$ cat config.mk
export PLATFORM = sky130hd
export DESIGN_NAME = atbc_ctrl
export DESIGN_NICKNAME = d
export VERILOG_FILES = /design/src/atbc_pkg.sv /design/src/atbc_ctrl.sv /design/src/atbc_event_flag.sv /design/src/atbc_level_cmp.sv
export SDC_FILE = /design/constraint.sdc
export NUM_CORES = 1
export LEC_CHECK = 0
export BUFFER_PORTS_ARGS = -buffer_cell sky130_fd_sc_hd__buf_4
export CAP_MARGIN = 20
export CELL_PAD_IN_SITES_DETAIL_PLACEMENT = 1
export CELL_PAD_IN_SITES_GLOBAL_PLACEMENT = 1
export CORE_ASPECT_RATIO = 1.2
export CORE_MARGIN = 4
export CORE_UTILIZATION = 34
export DETAILED_ROUTE_END_ITERATION = 8
export PLACE_DENSITY_LB_ADDON = 0.1
export SKIP_CTS_REPAIR_TIMING = 1
export SLEW_MARGIN = 20
export SYNTH_ARGS = -nofsm -noshare
export SYNTH_HDL_FRONTEND = slang
export SYNTH_SLANG_ARGS = --single-unit
$ cat constraint.sdc
create_clock -name pclk -period 4 [get_ports pclk]
set_input_delay 0.8 -clock pclk [delete_from_list [all_inputs] [get_ports pclk]]
set_output_delay 0.8 -clock pclk [all_outputs]
set_load 0.005 [all_outputs]
$ cat src/atbc_pkg.sv
// Purpose: shared constants and types for the audio tx buffer control block
// Assumes: APB, 32-bit data, byte addresses as printed
// Notes: field positions and offsets named once here
package atbc_pkg;

    localparam int ATBC_AW = 12;
    localparam logic [ATBC_AW-1:0] ATBC_OFF_LEVEL = 12'h004;
    localparam logic [ATBC_AW-1:0] ATBC_OFF_DMA = 12'h008;
    localparam logic [ATBC_AW-1:0] ATBC_OFF_ICTL = 12'h00C;
    localparam logic [ATBC_AW-1:0] ATBC_OFF_ISTAT = 12'h010;

    localparam int ATBC_CNT_W = 6;
    localparam int ATBC_LVL_W = 5;

    // DMA control fields
    localparam int ATBC_DMA_EN_BIT = 5;
    localparam int ATBC_DMA_WM_LSB = 0;

    // Interrupt control fields
    localparam int ATBC_UD_CLR_BIT = 17;
    localparam int ATBC_TE_CLR_BIT = 16;
    localparam int ATBC_THR_LSB = 5;

    // Enable and status bit positions, shared by both registers
    localparam int ATBC_BE_BIT = 4;
    localparam int ATBC_TE_BIT = 3;
    localparam int ATBC_UD_BIT = 2;

    localparam logic [ATBC_LVL_W-1:0] ATBC_LVL_RST = 5'h00;
    localparam logic [31:0] ATBC_ZERO = 32'h00000000;

    typedef struct packed {
        logic buffer_empty_irq_enable;
        logic transfer_end_irq_enable;
        logic user_data_irq_enable;
    } atbc_irq_en_t;

    typedef struct packed {
        logic buffer_empty_irq_status;
        logic transfer_end_irq_status;
        logic user_data_irq_status;
    } atbc_irq_st_t;

endpackage

$ cat src/atbc_ctrl.sv
// Functional notes
// - Level register reports six-bit count of valid buffer entries.
// - No transmit DMA request unless transmit DMA enable is one.
// - Writing one to user-data clear clears its pending interrupt.
// - Writing one to transfer-end clear clears its pending interrupt.
// - Five-bit writable threshold sets the buffer-empty fill level.
// - Buffer-empty interrupt forwarded only when its enable is one.
// - Transfer-end interrupt raised at block end (linear PCM) or repetition period end (non-linear PCM).
// - User-data interrupt raised when user data copied to shadow.
// - Buffer-empty status bit reads one when condition active.
// - Transfer-end status bit reads one when condition active.
// - User-data status bit reads one when condition active.
//
// Purpose: buffer level, DMA request and interrupt control for audio tx
// Assumes: APB slave, zero wait states, single pclk domain
// Notes: event inputs are one-cycle pulses from logic on pclk
//
// Local design decision: register access over APB.
`timescale 1ns/1ns
module atbc_ctrl
    import atbc_pkg::*;
(
    input wire logic pclk,
    input wire logic presetn,
    input wire logic psel,
    input wire logic penable,
    input wire logic pwrite,
    input wire logic [ATBC_AW-1:0] paddr,
    input wire logic [31:0] pwdata,
    input wire logic [3:0] pstrb,
    output logic [31:0] prdata,
    output logic pready,
    output logic pslverr,
    input wire logic [ATBC_CNT_W-1:0] buffer_fill_count,
    input wire logic nonlinear_pcm,
    input wire logic block_done,
    input wire logic repetition_done,
    input wire logic user_data_shadowed,
    output logic dma_tx_req,
    output logic irq
);

    // ------------------------------------------------------------
    // APB decode
    // ------------------------------------------------------------
    logic wr_en;
    logic rd_en;
    logic hit_level;
    logic hit_dma;
    logic hit_ictl;
    logic hit_istat;
    logic addr_ok;

    assign wr_en = psel && penable && pwrite;
    assign rd_en = psel && penable && !pwrite;
    assign hit_level = (paddr == ATBC_OFF_LEVEL);
    assign hit_dma = (paddr == ATBC_OFF_DMA);
    assign hit_ictl = (paddr == ATBC_OFF_ICTL);
    assign hit_istat = (paddr == ATBC_OFF_ISTAT);
    assign addr_ok = hit_level || hit_dma || hit_ictl || hit_istat;
    // Always ready; unmapped addresses answer with an error
    assign pready = 1'b1;
    assign pslverr = psel && penable && !addr_ok;

    // ------------------------------------------------------------
    // Control registers
    // ------------------------------------------------------------
    logic tx_dma_enable_q;
    logic [ATBC_LVL_W-1:0] tx_dma_watermark_q;
    logic [ATBC_LVL_W-1:0] buffer_empty_threshold_q;
    atbc_irq_en_t irq_en_q;

    always_ff @(posedge pclk or negedge presetn)
    begin
        if (!presetn)
        begin
            tx_dma_enable_q <= 1'b0;
            tx_dma_watermark_q <= ATBC_LVL_RST;
        end
        else if (wr_en && hit_dma && pstrb[0])
        begin
            tx_dma_enable_q <= pwdata[ATBC_DMA_EN_BIT];
            tx_dma_watermark_q <= pwdata[ATBC_DMA_WM_LSB +: ATBC_LVL_W];
        end
    end

    // Threshold straddles byte lanes 0 and 1; both needed for a clean update
    always_ff @(posedge pclk or negedge presetn)
    begin
        if (!presetn)
        begin
            buffer_empty_threshold_q <= ATBC_LVL_RST;
            irq_en_q <= '0;
        end
        else if (wr_en && hit_ictl)
        begin
            if (pstrb[0])
            begin
                irq_en_q.buffer_empty_irq_enable <= pwdata[ATBC_BE_BIT];
                irq_en_q.transfer_end_irq_enable <= pwdata[ATBC_TE_BIT];
                irq_en_q.user_data_irq_enable <= pwdata[ATBC_UD_BIT];
            end
            if (pstrb[0] && pstrb[1])
            begin
                buffer_empty_threshold_q <= pwdata[ATBC_THR_LSB +: ATBC_LVL_W];
            end
        end
    end

    // ------------------------------------------------------------
    // Level comparisons
    // ------------------------------------------------------------
    logic below_watermark;
    logic below_threshold;

    atbc_level_cmp u_wm_cmp
    (
        .pclk(pclk),
        .presetn(presetn),
        .count(buffer_fill_count),
        .level(tx_dma_watermark_q),
        .at_or_below(below_watermark)
    );

    atbc_level_cmp u_thr_cmp
    (
        .pclk(pclk),
        .presetn(presetn),
        .count(buffer_fill_count),
        .level(buffer_empty_threshold_q),
        .at_or_below(below_threshold)
    );

    assign dma_tx_req = tx_dma_enable_q && below_watermark;

    // ------------------------------------------------------------
    // Interrupt status
    // ------------------------------------------------------------
    atbc_irq_st_t irq_st;
    logic te_event;
    logic te_clr;
    logic ud_clr;

    // block end for linear PCM, repetition end otherwise
    assign te_event = nonlinear_pcm ? repetition_done : block_done;
    assign te_clr = wr_en && hit_ictl && pstrb[2] && pwdata[ATBC_TE_CLR_BIT];
    assign ud_clr = wr_en && hit_ictl && pstrb[2] && pwdata[ATBC_UD_CLR_BIT];

    // level status follows the registered threshold compare, one cycle behind the buffer
    assign irq_st.buffer_empty_irq_status = below_threshold;

    atbc_event_flag u_te_flag
    (
        .pclk(pclk),
        .presetn(presetn),
        .set_pulse(te_event),
        .clr_pulse(te_clr),
        .flag_q(irq_st.transfer_end_irq_status)
    );

    atbc_event_flag u_ud_flag
    (
        .pclk(pclk),
        .presetn(presetn),
        .set_pulse(user_data_shadowed),
        .clr_pulse(ud_clr),
        .flag_q(irq_st.user_data_irq_status)
    );

    // combine enabled sources, each source gated by its own enable
    assign irq = (irq_st.buffer_empty_irq_status && irq_en_q.buffer_empty_irq_enable)
        || (irq_st.transfer_end_irq_status && irq_en_q.transfer_end_irq_enable)
        || (irq_st.user_data_irq_status && irq_en_q.user_data_irq_enable);

    // ------------------------------------------------------------
    // Read data
    // ------------------------------------------------------------
    logic [31:0] rdata_d;

    always_comb
    begin
        rdata_d = ATBC_ZERO;
        if (hit_level)
        begin
            rdata_d[ATBC_CNT_W-1:0] = buffer_fill_count;
        end
        else if (hit_dma)
        begin
            rdata_d[ATBC_DMA_EN_BIT] = tx_dma_enable_q;
            rdata_d[ATBC_DMA_WM_LSB +: ATBC_LVL_W] = tx_dma_watermark_q;
        end
        else if (hit_ictl)
        begin
            rdata_d[ATBC_THR_LSB +: ATBC_LVL_W] = buffer_empty_threshold_q;
            rdata_d[ATBC_BE_BIT] = irq_en_q.buffer_empty_irq_enable;
            rdata_d[ATBC_TE_BIT] = irq_en_q.transfer_end_irq_enable;
            rdata_d[ATBC_UD_BIT] = irq_en_q.user_data_irq_enable;
        end
        else if (hit_istat)
        begin
            rdata_d[ATBC_BE_BIT] = irq_st.buffer_empty_irq_status;
            rdata_d[ATBC_TE_BIT] = irq_st.transfer_end_irq_status;
            rdata_d[ATBC_UD_BIT] = irq_st.user_data_irq_status;
        end
    end

    // Read data held in a flop, loaded in setup so it is valid in access
    always_ff @(posedge pclk or negedge presetn)
    begin
        if (!presetn)
        begin
            prdata <= ATBC_ZERO;
        end
        else if (psel && !penable && !pwrite)
        begin
            prdata <= rdata_d;
        end
    end

    // ------------------------------------------------------------
    // Checks
    // ------------------------------------------------------------
    // no request while disabled
    chk_dma_gated: assert property (@(posedge pclk) disable iff (!presetn)
        !tx_dma_enable_q |-> !dma_tx_req)
        else $error("dma request while disabled");

    // request tracks watermark one cycle later
    chk_dma_level: assert property (@(posedge pclk) disable iff (!presetn)
        (tx_dma_enable_q && $stable(tx_dma_enable_q) && !(wr_en && hit_dma)
        && (buffer_fill_count <= {1'b0, tx_dma_watermark_q})
        && $stable(tx_dma_watermark_q)) |=> dma_tx_req)
        else $error("dma request missing at watermark");

    chk_dma_above: assert property (@(posedge pclk) disable iff (!presetn)
        (buffer_fill_count > {1'b0, tx_dma_watermark_q}) |=> !dma_tx_req)
        else $error("dma request above watermark");

    // lane 0 off leaves dma control alone
    chk_dma_keep: assert property (@(posedge pclk) disable iff (!presetn)
        (wr_en && hit_dma && !pstrb[0])
        |=> ($stable(tx_dma_enable_q) && $stable(tx_dma_watermark_q)))
        else $error("dma control changed without lane 0");

    chk_empty_thr: assert property (@(posedge pclk) disable iff (!presetn)
        ((buffer_fill_count > {1'b0, buffer_empty_threshold_q})
        && $stable(buffer_empty_threshold_q))
        |=> !irq_st.buffer_empty_irq_status)
        else $error("empty status above threshold");

    // empty status set at or below threshold
    chk_empty_set: assert property (@(posedge pclk) disable iff (!presetn)
        (buffer_fill_count <= {1'b0, buffer_empty_threshold_q})
        |=> irq_st.buffer_empty_irq_status)
        else $error("empty status missing at threshold");

    chk_thr_keep: assert property (@(posedge pclk) disable iff (!presetn)
        (wr_en && hit_ictl && !pstrb[1]) |=> $stable(buffer_empty_threshold_q))
        else $error("threshold changed without lane 1");

    // level read returns the live count
    chk_level_read: assert property (@(posedge pclk) disable iff (!presetn)
        (psel && !penable && !pwrite && hit_level)
        |=> (prdata[ATBC_CNT_W-1:0] == $past(buffer_fill_count)))
        else $error("level read does not match count");

    chk_ud_set: assert property (@(posedge pclk) disable iff (!presetn)
        user_data_shadowed |=> irq_st.user_data_irq_status)
        else $error("user data status not set");

    chk_ud_clear: assert property (@(posedge pclk) disable iff (!presetn)
        (ud_clr && !user_data_shadowed) |=> !irq_st.user_data_irq_status)
        else $error("user data status not cleared");

    chk_ud_hold: assert property (@(posedge pclk) disable iff (!presetn)
        (irq_st.user_data_irq_status && !ud_clr)
        |=> irq_st.user_data_irq_status)
        else $error("user data status dropped");

    chk_ud_quiet: assert property (@(posedge pclk) disable iff (!presetn)
        (!irq_st.user_data_irq_status && !user_data_shadowed)
        |=> !irq_st.user_data_irq_status)
        else $error("user data status set without event");

    // transfer-end source chosen by pcm type
    chk_te_set: assert property (@(posedge pclk) disable iff (!presetn)
        ((nonlinear_pcm && repetition_done) || (!nonlinear_pcm && block_done))
        |=> irq_st.transfer_end_irq_status)
        else $error("transfer end status not set");

    chk_te_clear: assert property (@(posedge pclk) disable iff (!presetn)
        (te_clr && !te_event) |=> !irq_st.transfer_end_irq_status)
        else $error("transfer end status not cleared");

    chk_te_hold: assert property (@(posedge pclk) disable iff (!presetn)
        (irq_st.transfer_end_irq_status && !te_clr)
        |=> irq_st.transfer_end_irq_status)
        else $error("transfer end status dropped");

    chk_te_quiet: assert property (@(posedge pclk) disable iff (!presetn)
        (!irq_st.transfer_end_irq_status && !te_event)
        |=> !irq_st.transfer_end_irq_status)
        else $error("transfer end status set without event");

    chk_irq_out: assert property (@(posedge pclk) disable iff (!presetn)
        (irq_st.transfer_end_irq_status && irq_en_q.transfer_end_irq_enable) |-> irq)
        else $error("interrupt not asserted");

    chk_irq_ud: assert property (@(posedge pclk) disable iff (!presetn)
        (irq_st.user_data_irq_status && irq_en_q.user_data_irq_enable) |-> irq)
        else $error("user data interrupt not asserted");

    chk_irq_be: assert property (@(posedge pclk) disable iff (!presetn)
        (irq_st.buffer_empty_irq_status && irq_en_q.buffer_empty_irq_enable) |-> irq)
        else $error("empty interrupt not asserted");

    // disabled empty source alone gives no interrupt
    chk_be_mask: assert property (@(posedge pclk) disable iff (!presetn)
        (!irq_en_q.buffer_empty_irq_enable && !irq_st.transfer_end_irq_status
        && !irq_st.user_data_irq_status) |-> !irq)
        else $error("masked empty source raised interrupt");

endmodule

$ cat src/atbc_event_flag.sv
// Purpose: sticky status flag, set by an event pulse, cleared by write-one
// Assumes: event and clear both synchronous to pclk
// Notes: set wins over a clear arriving in the same cycle
`timescale 1ns/1ns
module atbc_event_flag
(
    input wire logic pclk,
    input wire logic presetn,
    input wire logic set_pulse,
    input wire logic clr_pulse,
    output logic flag_q
);
    always_ff @(posedge pclk or negedge presetn)
    begin
        if (!presetn)
        begin
            flag_q <= 1'b0;
        end
        else if (set_pulse)
        begin
            flag_q <= 1'b1;
        end
        else if (clr_pulse)
        begin
            flag_q <= 1'b0;
        end
    end
endmodule

$ cat src/atbc_level_cmp.sv
// Purpose: compare buffer fill count against a programmed level
// Assumes: same clock as the caller
// Notes: registered output, one cycle after the count changes
`timescale 1ns/1ns
module atbc_level_cmp
    import atbc_pkg::*;
(
    input wire logic pclk,
    input wire logic presetn,
    input wire logic [ATBC_CNT_W-1:0] count,
    input wire logic [ATBC_LVL_W-1:0] level,
    output logic at_or_below
);
    always_ff @(posedge pclk or negedge presetn)
    begin
        if (!presetn)
        begin
            at_or_below <= 1'b0;
        end
        else
        begin
            at_or_below <= (count <= {1'b0, level});
        end
    end
endmodule

# After elaboration in Yosys (flattened, before gate mapping)
# Cells that the tools add are included.
[word_totals]
register_bits = 28
latch_bits = 0
ram_bits = 0
rom_bits = 0
inputBits = 63
output_inout_bits = 36
wordCells = 58
mem_count = 0
[classes]
add_sub_neg = 0
n_mul = 0
div_mod_pow = 0
n_lt_le_gt_ge = 2
n_eq_ne = 4
n_shift = 0
mux = 13
n_bitwise = 0
reduce_logical = 28
[op_table]
columns = ["cell", "count"]
rows = [
  ["12-bit by 4-bit equality test with 1-bit output (second input constant)", 2],
  ["1-bit logical AND", 16],
  ["12-bit by 3-bit equality test with 1-bit output (second input constant)", 1],
  ["12-bit by 5-bit equality test with 1-bit output (second input constant)", 1],
  ["6-bit by 5-bit <= comparator with 1-bit output", 2],
  ["4-bit 2-to-1 mux", 3],
  ["3-bit 2-to-1 mux", 2],
  ["6-bit 2-to-1 mux", 1],
  ["1-bit logical OR", 5],
  ["1-bit 2-to-1 mux", 5],
  ["5-bit 2-to-1 mux", 1],
  ["2-bit AND reduction", 2],
  ["2-bit nonzero test", 2],
  ["1-bit zero test", 3],
  ["2-bit 2-to-1 mux", 1],
]

# Logic depth before layout (Yosys ltp)
# Gate-level depths: netlist (run 1).
[logic_depth]
depth_word = 7
ltp_mapped = 7
mapped_depth_nobuf = 7

# Cells and area by module
# A second synthesis (run 1) with hierarchy kept.
[unflattened]
cells_unflattened = 183
hier_area_um2 = 1840.5
[modules_own_cells]
columns = ["mod", "n_inst", "cells_per_inst", "area_per_inst_um2", "seq_area_each_um2"]
rows = [
  ["atbc_ctrl", 1, 137, 1445.1, 600.6],
  ["atbc_level_cmp", 2, 20, 161.4, 25.0],
  ["atbc_event_flag", 2, 3, 36.3, 25.0],
]

# Worst setup path after synthesis (run 1)
# Ideal clock, no wire load.
[synth_path]
path_kind = "input to output"
start = "input port paddr[7]"
end = "output port pslverr"
arrival_time_ns = 1.594
required_ns = 3.200
slack_ns = 1.606
cell_stages = 3
n_path_buf = 0
cell_sequence = "nor4_4 nand3_1 o211a_1"
[synth_between]
elab_chain_len = 6
elab_cells_between_ends = 9
cone_classes = "eq/ne (4); reduce/logical (5)"
[synth_rtl]
columns = ["item", "line", "source"]
rows = [
  ["start: declaration", "atbc_ctrl.sv:28", "input wire logic [ATBC_AW-1:0] paddr,"],
  ["12-bit by 3-bit equality test with 1-bit output or 12-bit by 4-bit equality test with 1-bit output (tied branches)", "atbc_ctrl.sv:56, atbc_ctrl.sv:57", ""],
  ["1-bit logical OR (2 in series)", "atbc_ctrl.sv:60", "assign addr_ok = hit_level || hit_dma || hit_ictl || hit_istat;"],
  ["1-bit logical OR (*)", "atbc_ctrl.sv:60", ""],
  ["1-bit zero test (*)", "atbc_ctrl.sv:63", "assign pslverr = psel && penable && !addr_ok;"],
  ["1-bit logical AND (*)", "atbc_ctrl.sv:63", ""],
  ["end: declaration", "atbc_ctrl.sv:33", "output logic pslverr,"],
]
# Mark *: on every way between the ends. The rest lies on a longest branch, timed or not.

# Worst setup path after layout (run 1)
# Ends and elaborated chain as after synthesis.

==> results of run 1 <==
[stage by stage]
stage	setup slack, ns	cells	power, mW	hold WS [ns]
final	1.211	303	0.5309	0.4298
after global routing	1.081	303	0.5593	0.4514
after CTS	1.207	303	0.5425	0.4368
after detailed placement	1.212	300	0.3839	0.4567
after global placement	1.225	300	0.3831	0.4571
after floorplan	1.606	212	0.3431	0.4628
[registers in the layout (all words and copies together) (netlist names)]
| signal | count |
|---|---|
| tx_dma_enable_q | 1 |
| u_wm_cmp.at_or_below | 1 |
| irq_en_q | 3 |
| u_ud_flag.flag_q | 1 |
| prdata | 10 |
| u_te_flag.flag_q | 1 |
| u_thr_cmp.at_or_below | 1 |
| tx_dma_watermark_q | 5 |
| buffer_empty_threshold_q | 5 |
[cells by family (layout without fill, tap and decap cells)]
family                   Yosys count  in the layout
other                              2             23
XOR/XNOR                           1              1
flip-flops                        28             28
AND/OR/NAND/NOR                   67             67
multiplexers                      11             11
buffers and inverters             38             69
AO/OA/AOI/OAI                     34             34
adder cells (fa/ha/maj)           10             10
[placed cells by master, fill, tap and decap left out, types with 3 or more instances in the layout]
cell type  netlist  routed
buf_4           23      54
dfrtp_1         28      28
nand2_1         25      25
conb_1           2      23
nor2_1          13      13
inv_1           12      12
mux2_2          11      11
ha_1            10      10
o21ai_0          8       8
nand3_1          7       7
a21oi_1          6       6
and3_1           5       5
nor2b_1          4       4
a22oi_1          4       4
and2_1           3       3
clkbuf_8         0       3
[how the worst max path moves through the flow]
stage,cells past startpoint,end,slack (ns),startpoint
floorplan,3,pslverr,1.61,paddr[7]
global placement,5,pslverr,1.22,paddr[7]
detailed placement,5,pslverr,1.21,paddr[7]
CTS,5,pslverr,1.21,paddr[7]
global route,5,pslverr,1.08,paddr[5]
finish,5,pslverr,1.21,paddr[7]
[power by group]
group          switching [mW]  total [mW]  internal [mW]
Clock                  0.0854       0.153         0.0677
Combinational          0.0434      0.0873         0.0439
Sequential            0.00316       0.291          0.287
Total                   0.132       0.531          0.399
[per-layer routing]
metal / track usage, % / wire [µm]
met3: 1.848 / 329
met4: 4.448 / 58
met1: 19.63 / 1993
met2: 23.47 / 2175
met5: 0 / 0
[critical path: cells and delay by family]
kind,cells,cell delay (ns)
and+or+nand+nor,2,0.66
buffers and inverters,2,0.25
AOI/OAI and AO/OA,1,0.28
[final cells by class]
cell class                 count  share of cell area [%]
inverter                      12                   2.057
tap                           60                   3.429
clock buffer                   3                   1.886
multi-input combinational    146                   42.11
timing repair buffer          54                   18.51
sequential                    28                   32.00
==> results.json, run 1 <==
{
  "relSlewSlack_pct": 67.05,
  "setup_violations": 0,
  "fillers": 610,
  "grt_pass1_vias": 1490,
  "worstReg2RegStart": "tx_dma_watermark_q[2]",
  "clk_latency_ns": 0.27,
  "worstPathRequired_ns": 3.20,
  "synth_area_leader_cell": "dfrtp_1",
  "critical_path_class": "in -> out",
  "initial_utilization_pct": 35.39,
  "antennaDiodeCount": 0,
  "synth-main-ff-cell": "dfrtp_1",
  "seq_area_frac_synth_pct": 39.52,
  "dp_hpwl_mm": 3.758,
  "syn_to_final_growth_pct": 23.50,
  "synth_top_family_by_area": "simple AND/OR/NAND/NOR gates",
  "slowest_stage": "nor4_4",
  "r2r_slack_ns": 2.39,
  "synth_top_area_share_pct": 39.52,
  "nNetsFinal": 318,
  "num_rows": 28,
  "cts_tree": "built",
  "cts-root-buf": "clkbuf_8",
  "antenna_left": 0,
  "max-cap-violations": 0,
  "grt_max_degree": 29,
  "fin_crit_ns": 2.789,
  "ctsHtreeMaxLevel": 1,
  "place_area_um2": 2148,
  "fin_area_um2": 2190,
  "clkTransAtPathRegs_ns": 0.09,
  "io_buffers": 54,
  "worst-slew-pin-transition_ns": 0.4897,
  "vias_per_cell": 4.901,
  "rsz0062_at_grt": "false",
  "synth-compound-area-share_pct": 13.20,
  "synth_edf_count": 0,
  "synth.most_common_cell": "dfrtp_1",
  "num_io_pins": 99,
  "synth_area_leaders": "dfrtp_1, buf_4, ha_1, mux2_2, nand2_1",
  "p_leak_nw": 1.150,
  "crit_fanout": 6,
  "ys_seq_elements": 28,
  "hp-class": "in -> async",
  "die_height_um": 87.11,
  "dr.pass1.iters": 4,
  "synthCells": 191,
  "fmaxAchievable_ghz": 0.3586,
  "status": "complete, no violations",
  "gr-total-overflow": 0,
  "path_cells": "buf_4 > nor4_4 > nand3_1 > o211a_1 > buf_4",
  "yosys.area_share.simple_pct": 19.41,
  "routed-via-count": 1485,
  "synthTopCellsByCount": "dfrtp_1, nand2_1, buf_4",
  "clock_skew_ns": 0.002509,
  "synthMuxAreaShare_pct": 6.987,
  "powerDensity_nw_per_um2": 242.5,
  "max_stage_delay_ns": 0.43,
  "drive_gt1_share_pct": 29.63,
  "synthArstFlopShare_pct": 100.0,
  "synth_cell_types": 36,
  "post_drt_wl_per_cell_um": 15.04,
  "coreArea_um2": 5010,
  "worst_r2r_endpoint": "u_wm_cmp.at_or_below",
  "end_kind": "primary output",
  "yosysWarnings": 0,
  "seq_area_um2": 700.7,
  "arrival_ns": 1.99,
  "drv_slew": 0,
  "die-area_um2": 6439,
  "avgSynthCellArea_um2": 9.282,
  "fin_util_pct": 43.71,
  "clock_path_buffers": 2,
  "grt_pass1_wl_mm": 7.176,
  "irDropWorstVdd_mv": 0.1282,
  "cts_buffers": 3,
  "finalHoldViolCount": 0,
  "crit_top_cell": "buf_4",
  "setup-tns-final_ns": 0,
  "cts.sinks": 28,
  "die_w_um": 73.92,
  "synthAdderAreaFrac_pct": 7.057,
  "remaining_drc_errors": 0,
  "startpoint_type": "input pin",
  "drtIter0Drc": 57,
  "fin_crit_sh_pct": 69.72,
  "syn_area_um2": 1773,
  "reg2reg_depth": 7,
  "grt_use_total_pct": 14.38,
  "finalWeightedCongestion": 0.7898,
  "synth_xor_area_share_pct": 0.4940,
  "drt_wl_total_mm": 4.556,
  "multiInputGateArea_um2": 922.1,
  "antenna_found_initial": 0
}
No activity file was read; power rests on OpenSTA's default activity.
==> run 2: changes to the inputs <==
--- a/config.mk
+++ b/config.mk
@@ -11,7 +11,7 @@
 export CELL_PAD_IN_SITES_GLOBAL_PLACEMENT = 1
 export CORE_ASPECT_RATIO = 1.2
 export CORE_MARGIN = 4
-export CORE_UTILIZATION = 34
+export CORE_UTILIZATION = 28
 export DETAILED_ROUTE_END_ITERATION = 8
 export PLACE_DENSITY_LB_ADDON = 0.1
 export SKIP_CTS_REPAIR_TIMING = 1
==> constraint.sdc (replaced) <==
create_clock -name pclk -period 2.3 [get_ports pclk]
set_input_delay 0.46 -clock pclk [delete_from_list [all_inputs] [get_ports pclk]]
set_output_delay 0.46 -clock pclk [all_outputs]
set_load 0.005 [all_outputs]
==> run 2 against run 1 <==
Utilization down 6.4 points; design area up 3.7%; critical path depth unchanged; first-iteration DRC count down 58%; die area up 19%; routed wire length up 8.8%; non-clock buffer count up 3; sequential power up 74%; hold slack worse by 0.35 ns; via count down 0.40%; clock-buffer cell count unchanged; critical path type unchanged; critical endpoint unchanged; largest cell class unchanged; highest routed layer unchanged.
==> results.json, run 2 (synthesized netlist as in run 1, its figures left out) <==
{
  "status": "complete, no violations",
  "num_rows": 31,
  "clock_skew_ns": 0.004357,
  "gr-total-overflow": 0,
  "worstPathRequired_ns": 1.84,
  "startpoint_type": "input pin",
  "antenna_found_initial": 0,
  "powerDensity_nw_per_um2": 467.7,
  "nNetsFinal": 321,
  "dp_slack_ns": 0.1461,
  "cts_buffers": 3,
  "fin_crit_ns": 2.113,
  "hp-class": "in -> async",
  "ctsHtreeMaxLevel": 1,
  "largest-register": "prdata",
  "r2r_slack_ns": 0.69,
  "cts-root-buf": "clkbuf_8",
  "finalWeightedCongestion": 0.7224,
  "p_total_mw": 1.062,
  "clk_latency_ns": 0.28,
  "path_cells": "buf_4 > nor4_4 > nand3_1 > o211a_1 > buf_4",
  "initial_utilization_pct": 29.11,
  "rsz0062_at_grt": "false",
  "cts.sinks": 28,
  "setup_ws_ns": 0.1866,
  "mostFrequentLayoutCells": "buf_4, dfrtp_1, nand2_1, conb_1, nor2_1",
  "drtIter0Drc": 24,
  "routed-via-count": 1479,
  "critPathLaunch": "paddr[7]",
  "max-cap-violations": 0,
  "antenna_left": 0,
  "io_buffers": 54,
  "grt_use_total_pct": 12.85,
  "clkTransAtPathRegs_ns": 0.11,
  "place_area_um2": 2198,
  "coreArea_um2": 6090,
  "drive_gt1_share_pct": 30.77,
  "antennaDiodeCount": 0,
  "fmaxAchievable_ghz": 0.4732,
  "max_stage_delay_ns": 0.43,
  "crit_fanout": 6,
  "largest_register_ffs": 10,
  "num_io_pins": 99,
  "setup-tns-final_ns": 0,
  "arrival_ns": 1.65,
  "vias_per_cell": 4.495,
  "syn_to_final_growth_pct": 28.02,
  "crit_buf_inv": 2,
  "die-area_um2": 7675,
  "grt_max_degree": 29,
  "grt_pass1_wl_mm": 7.555,
  "drv_slew": 0,
  "irDropWorstVdd_mv": 0.2020,
  "critical_path_class": "in -> out",
  "layout_commonest_cell": "buf_4",
  "reg_top3": "prdata (10), buffer_empty_threshold_q (5), tx_dma_watermark_q (5)",
  "post_drt_wl_per_cell_um": 15.07,
  "setup_violations": 0,
  "drt_wl_total_mm": 4.957,
  "cpLargestDelayFamily": "simple AND/OR/NAND/NOR gates",
  "slowest_stage": "nor4_4",
  "grt_pass1_vias": 1527,
  "fin_crit_sh_pct": 91.88,
  "worstReg2RegStart": "tx_dma_watermark_q[3]",
  "cts_tree": "built",
  "fin_area_um2": 2270,
  "finalHoldViolCount": 0,
  "die_height_um": 95.17,
  "dr.pass1.iters": 4,
  "remaining_drc_errors": 0,
  "p_leak_nw": 1.180,
  "clock_path_buffers": 2,
  "dp_hpwl_mm": 4.134,
  "whs_ns": 0.07500,
  "crit_top_cell": "buf_4",
  "end_kind": "primary output",
  "die_w_um": 80.64
}
run 2: cell count changes in the layout (fill, tap and decap cells not counted):
cell	delta
bufinv_16	+1
buf_4	+3
run 2: final timing paths:
path	cells after the start	end
worst max register to register	7	u_wm_cmp.at_or_below
worst min-delay path	1	buffer_empty_threshold_q[1]
min in group pclk	2	u_thr_cmp.at_or_below
worst min register to register	2	prdata[7]
worst max-delay path	5	pslverr
max in group asynchronous	1	irq_en_q[0]
run 2: power by group:
group	switching [mW]	internal (mW)	leakage, nW
clock network	0.169	0.233	0.0357
logic	0.0770	0.0778	0.791
registers	0.00499	0.500	0.353
run 2: layout make-up:
class                      count  area [µm²]
clock buffer                   3       41.29
clock inverter                 1       30.03
fill                         748        3820
inverter                      12       45.04
multi-input combinational    146       922.1
sequential                    28       700.7
tap                           82       102.6
timing repair buffer          57       427.9
run 2: routing by layer:
metal	GRT usage [%]	vias to the layer above	part of all wire (%)
li1	-	731	-
met1	16.57	700	44
met2	22.10	44	49
met3	2.268	4	6.1
met4	3.380	0	0.89
met5	0	-	0
run 2: through the flow:
stage          cells  util (%)
6_report         329     37.27
5_1_grt          329     37.27
4_1_cts          329     37.27
3_5_place_dp     325     36.10
3_3_place_gp     325     36.10
2_1_floorplan    212         -
==> run 3: changes to the inputs <==
--- a/config.mk
+++ b/config.mk
@@ -10,10 +10,10 @@
 export CELL_PAD_IN_SITES_DETAIL_PLACEMENT = 1
 export CELL_PAD_IN_SITES_GLOBAL_PLACEMENT = 1
 export CORE_ASPECT_RATIO = 1.2
-export CORE_MARGIN = 4
+export CORE_MARGIN = 2
 export CORE_UTILIZATION = 28
 export DETAILED_ROUTE_END_ITERATION = 8
-export PLACE_DENSITY_LB_ADDON = 0.1
+export PLACE_DENSITY = 0.85
 export SKIP_CTS_REPAIR_TIMING = 1
 export SLEW_MARGIN = 20
 export SYNTH_ARGS = -nofsm -noshare
==> run 3 against run 2 <==
Register-to-register slack barely moved; clock power fell by 2%; clock skew rose by 0.00084 ns; total power fell by 0.73%; sequential power barely moved; routed wire length fell by 4.5%.
==> results.json, run 3 (synthesized netlist as in run 1, its figures left out) <==
{
  "nNetsFinal": 319,
  "die_w_um": 76.64,
  "drtIter0Drc": 91,
  "hp-class": "in -> async",
  "remaining_drc_errors": 0,
  "end_kind": "primary output",
  "worst-slew-pin-transition_ns": 0.5787,
  "grt_max_degree": 29,
  "num_io_pins": 99,
  "critPathLaunch": "paddr[5]",
  "cts_tree": "built",
  "finalHoldViolCount": 0,
  "num_rows": 31,
  "reg2reg_depth": 7,
  "initial_utilization_pct": 29.11,
  "p_total_mw": 1.054,
  "fmaxAchievable_ghz": 0.4812,
  "finalWeightedCongestion": 0.7973,
  "grt_pass1_vias": 1600,
  "status": "complete, no violations",
  "gr-total-overflow": 0,
  "mostFrequentLayoutCells": "buf_4, dfrtp_1, nand2_1, conb_1, nor2_1",
  "grt_use_total_pct": 14.28,
  "coreArea_um2": 6090,
  "rsz0062_at_grt": "false",
  "setup_violations": 0,
  "clk_latency_ns": 0.28,
  "cts-root-buf": "clkbuf_8",
  "worstPathRequired_ns": 1.84,
  "path_cells": "buf_4 > nor3_1 > nand3_1 > o211a_1 > buf_4",
  "antennaDiodeCount": 0,
  "largest-register": "prdata",
  "die_height_um": 91.17,
  "crit_fanout": 5,
  "syn_to_final_growth_pct": 27.17,
  "max_stage_delay_ns": 0.41,
  "clock_skew_ns": 0.005197,
  "path_depth": 5,
  "die-area_um2": 6987,
  "irDropWorstVdd_mv": 0.2300,
  "slowest_stage": "nor3_1",
  "met3_usage_pct": 2.684,
  "cpLargestDelayFamily": "simple AND/OR/NAND/NOR gates",
  "grt-busiest-layer": "met2",
  "setup-tns-final_ns": 0,
  "worstReg2RegStart": "tx_dma_watermark_q[2]",
  "fillers": 731,
  "dp_hpwl_mm": 3.928,
  "layout_commonest_cell": "buf_4",
  "drt_wl_total_mm": 4.735,
  "max-cap-violations": 0,
  "drive_gt1_share_pct": 30.20,
  "cts.sinks": 28,
  "antenna_found_initial": 0,
  "grt_pass1_wl_mm": 7.928,
  "dr.pass1.iters": 4,
  "drv_slew": 0,
  "crit_buf_inv": 2,
  "p_leak_nw": 1.169,
  "fin_crit_ns": 2.078,
  "routed-via-count": 1510,
  "seq_area_um2": 700.7,
  "reg_top3": "prdata (10), buffer_empty_threshold_q (5), tx_dma_watermark_q (5)",
  "clkTransAtPathRegs_ns": 0.09,
  "vias_per_cell": 4.618,
  "startpoint_type": "input pin",
  "cts_buffers": 3,
  "io_buffers": 54,
  "crit_top_cell": "buf_4",
  "critical_path_class": "in -> out",
  "multiInputGateArea_um2": 922.1,
  "clock_path_buffers": 2,
  "fin_crit_sh_pct": 90.35,
  "setup_ws_ns": 0.2220,
  "relSlewSlack_pct": 61.06,
  "largest_register_ffs": 10,
  "use_met1_pct": 17.79,
  "arrival_ns": 1.62,
  "powerDensity_nw_per_um2": 467.4,
  "grt_use_met2_pct": 24.56,
  "dp_slack_ns": 0.2032,
  "post_drt_wl_per_cell_um": 14.48,
  "antenna_left": 0,
  "ctsHtreeMaxLevel": 1
}
run 3: changes by cell type in the layout (fill, tap and decap cells not counted), sizes merged:
cell | before | now
buf | 57 | 55
run 3: area by class of cell:
class,count,share of cell area [%]
inverters,12,1.998
well taps,82,4.550
clock buffers,3,1.831
clock inverters,1,1.332
flip-flops and latches,28,31.08
repair buffers,55,18.31
multi-input cells,146,40.90
run 3: through the flow:
stage          instances  hold WS, ns  instance area, µm²  util, %
3_3_place_gp         323       0.3987                2183    35.85
4_1_cts              327      0.08924                2255    37.02
5_1_grt              327       0.1003                2255    37.02
6_report             327      0.08339                2255    37.02
2_1_floorplan        212       0.1644                1852        -
3_5_place_dp         323       0.4070                2183    35.85
run 3: worst paths after layout:
kind / to / slack, ns
setup reg to reg: u_wm_cmp.at_or_below / 0.69
setup / recovery: pslverr / 0.22
hold reg to reg: prdata[8] / 0.48
min in group pclk: u_thr_cmp.at_or_below / 0.35
hold / removal: irq_en_q[0] / 0.08
max in group asynchronous: tx_dma_watermark_q[1] / 1.94
run 3: power breakdown:
group          internal, mW  switching (mW)
clock network         0.233           0.159
logic                0.0773          0.0785
registers             0.500         0.00632
run 3: per-layer routing:
| metal | wire (µm) | vias to the layer above |
|---|---|---|
| li1 | - | 726 |
| met4 | 83 | 0 |
| met2 | 2315 | 62 |
| met1 | 2065 | 715 |
| met3 | 270 | 7 |
| met5 | 0 | - |
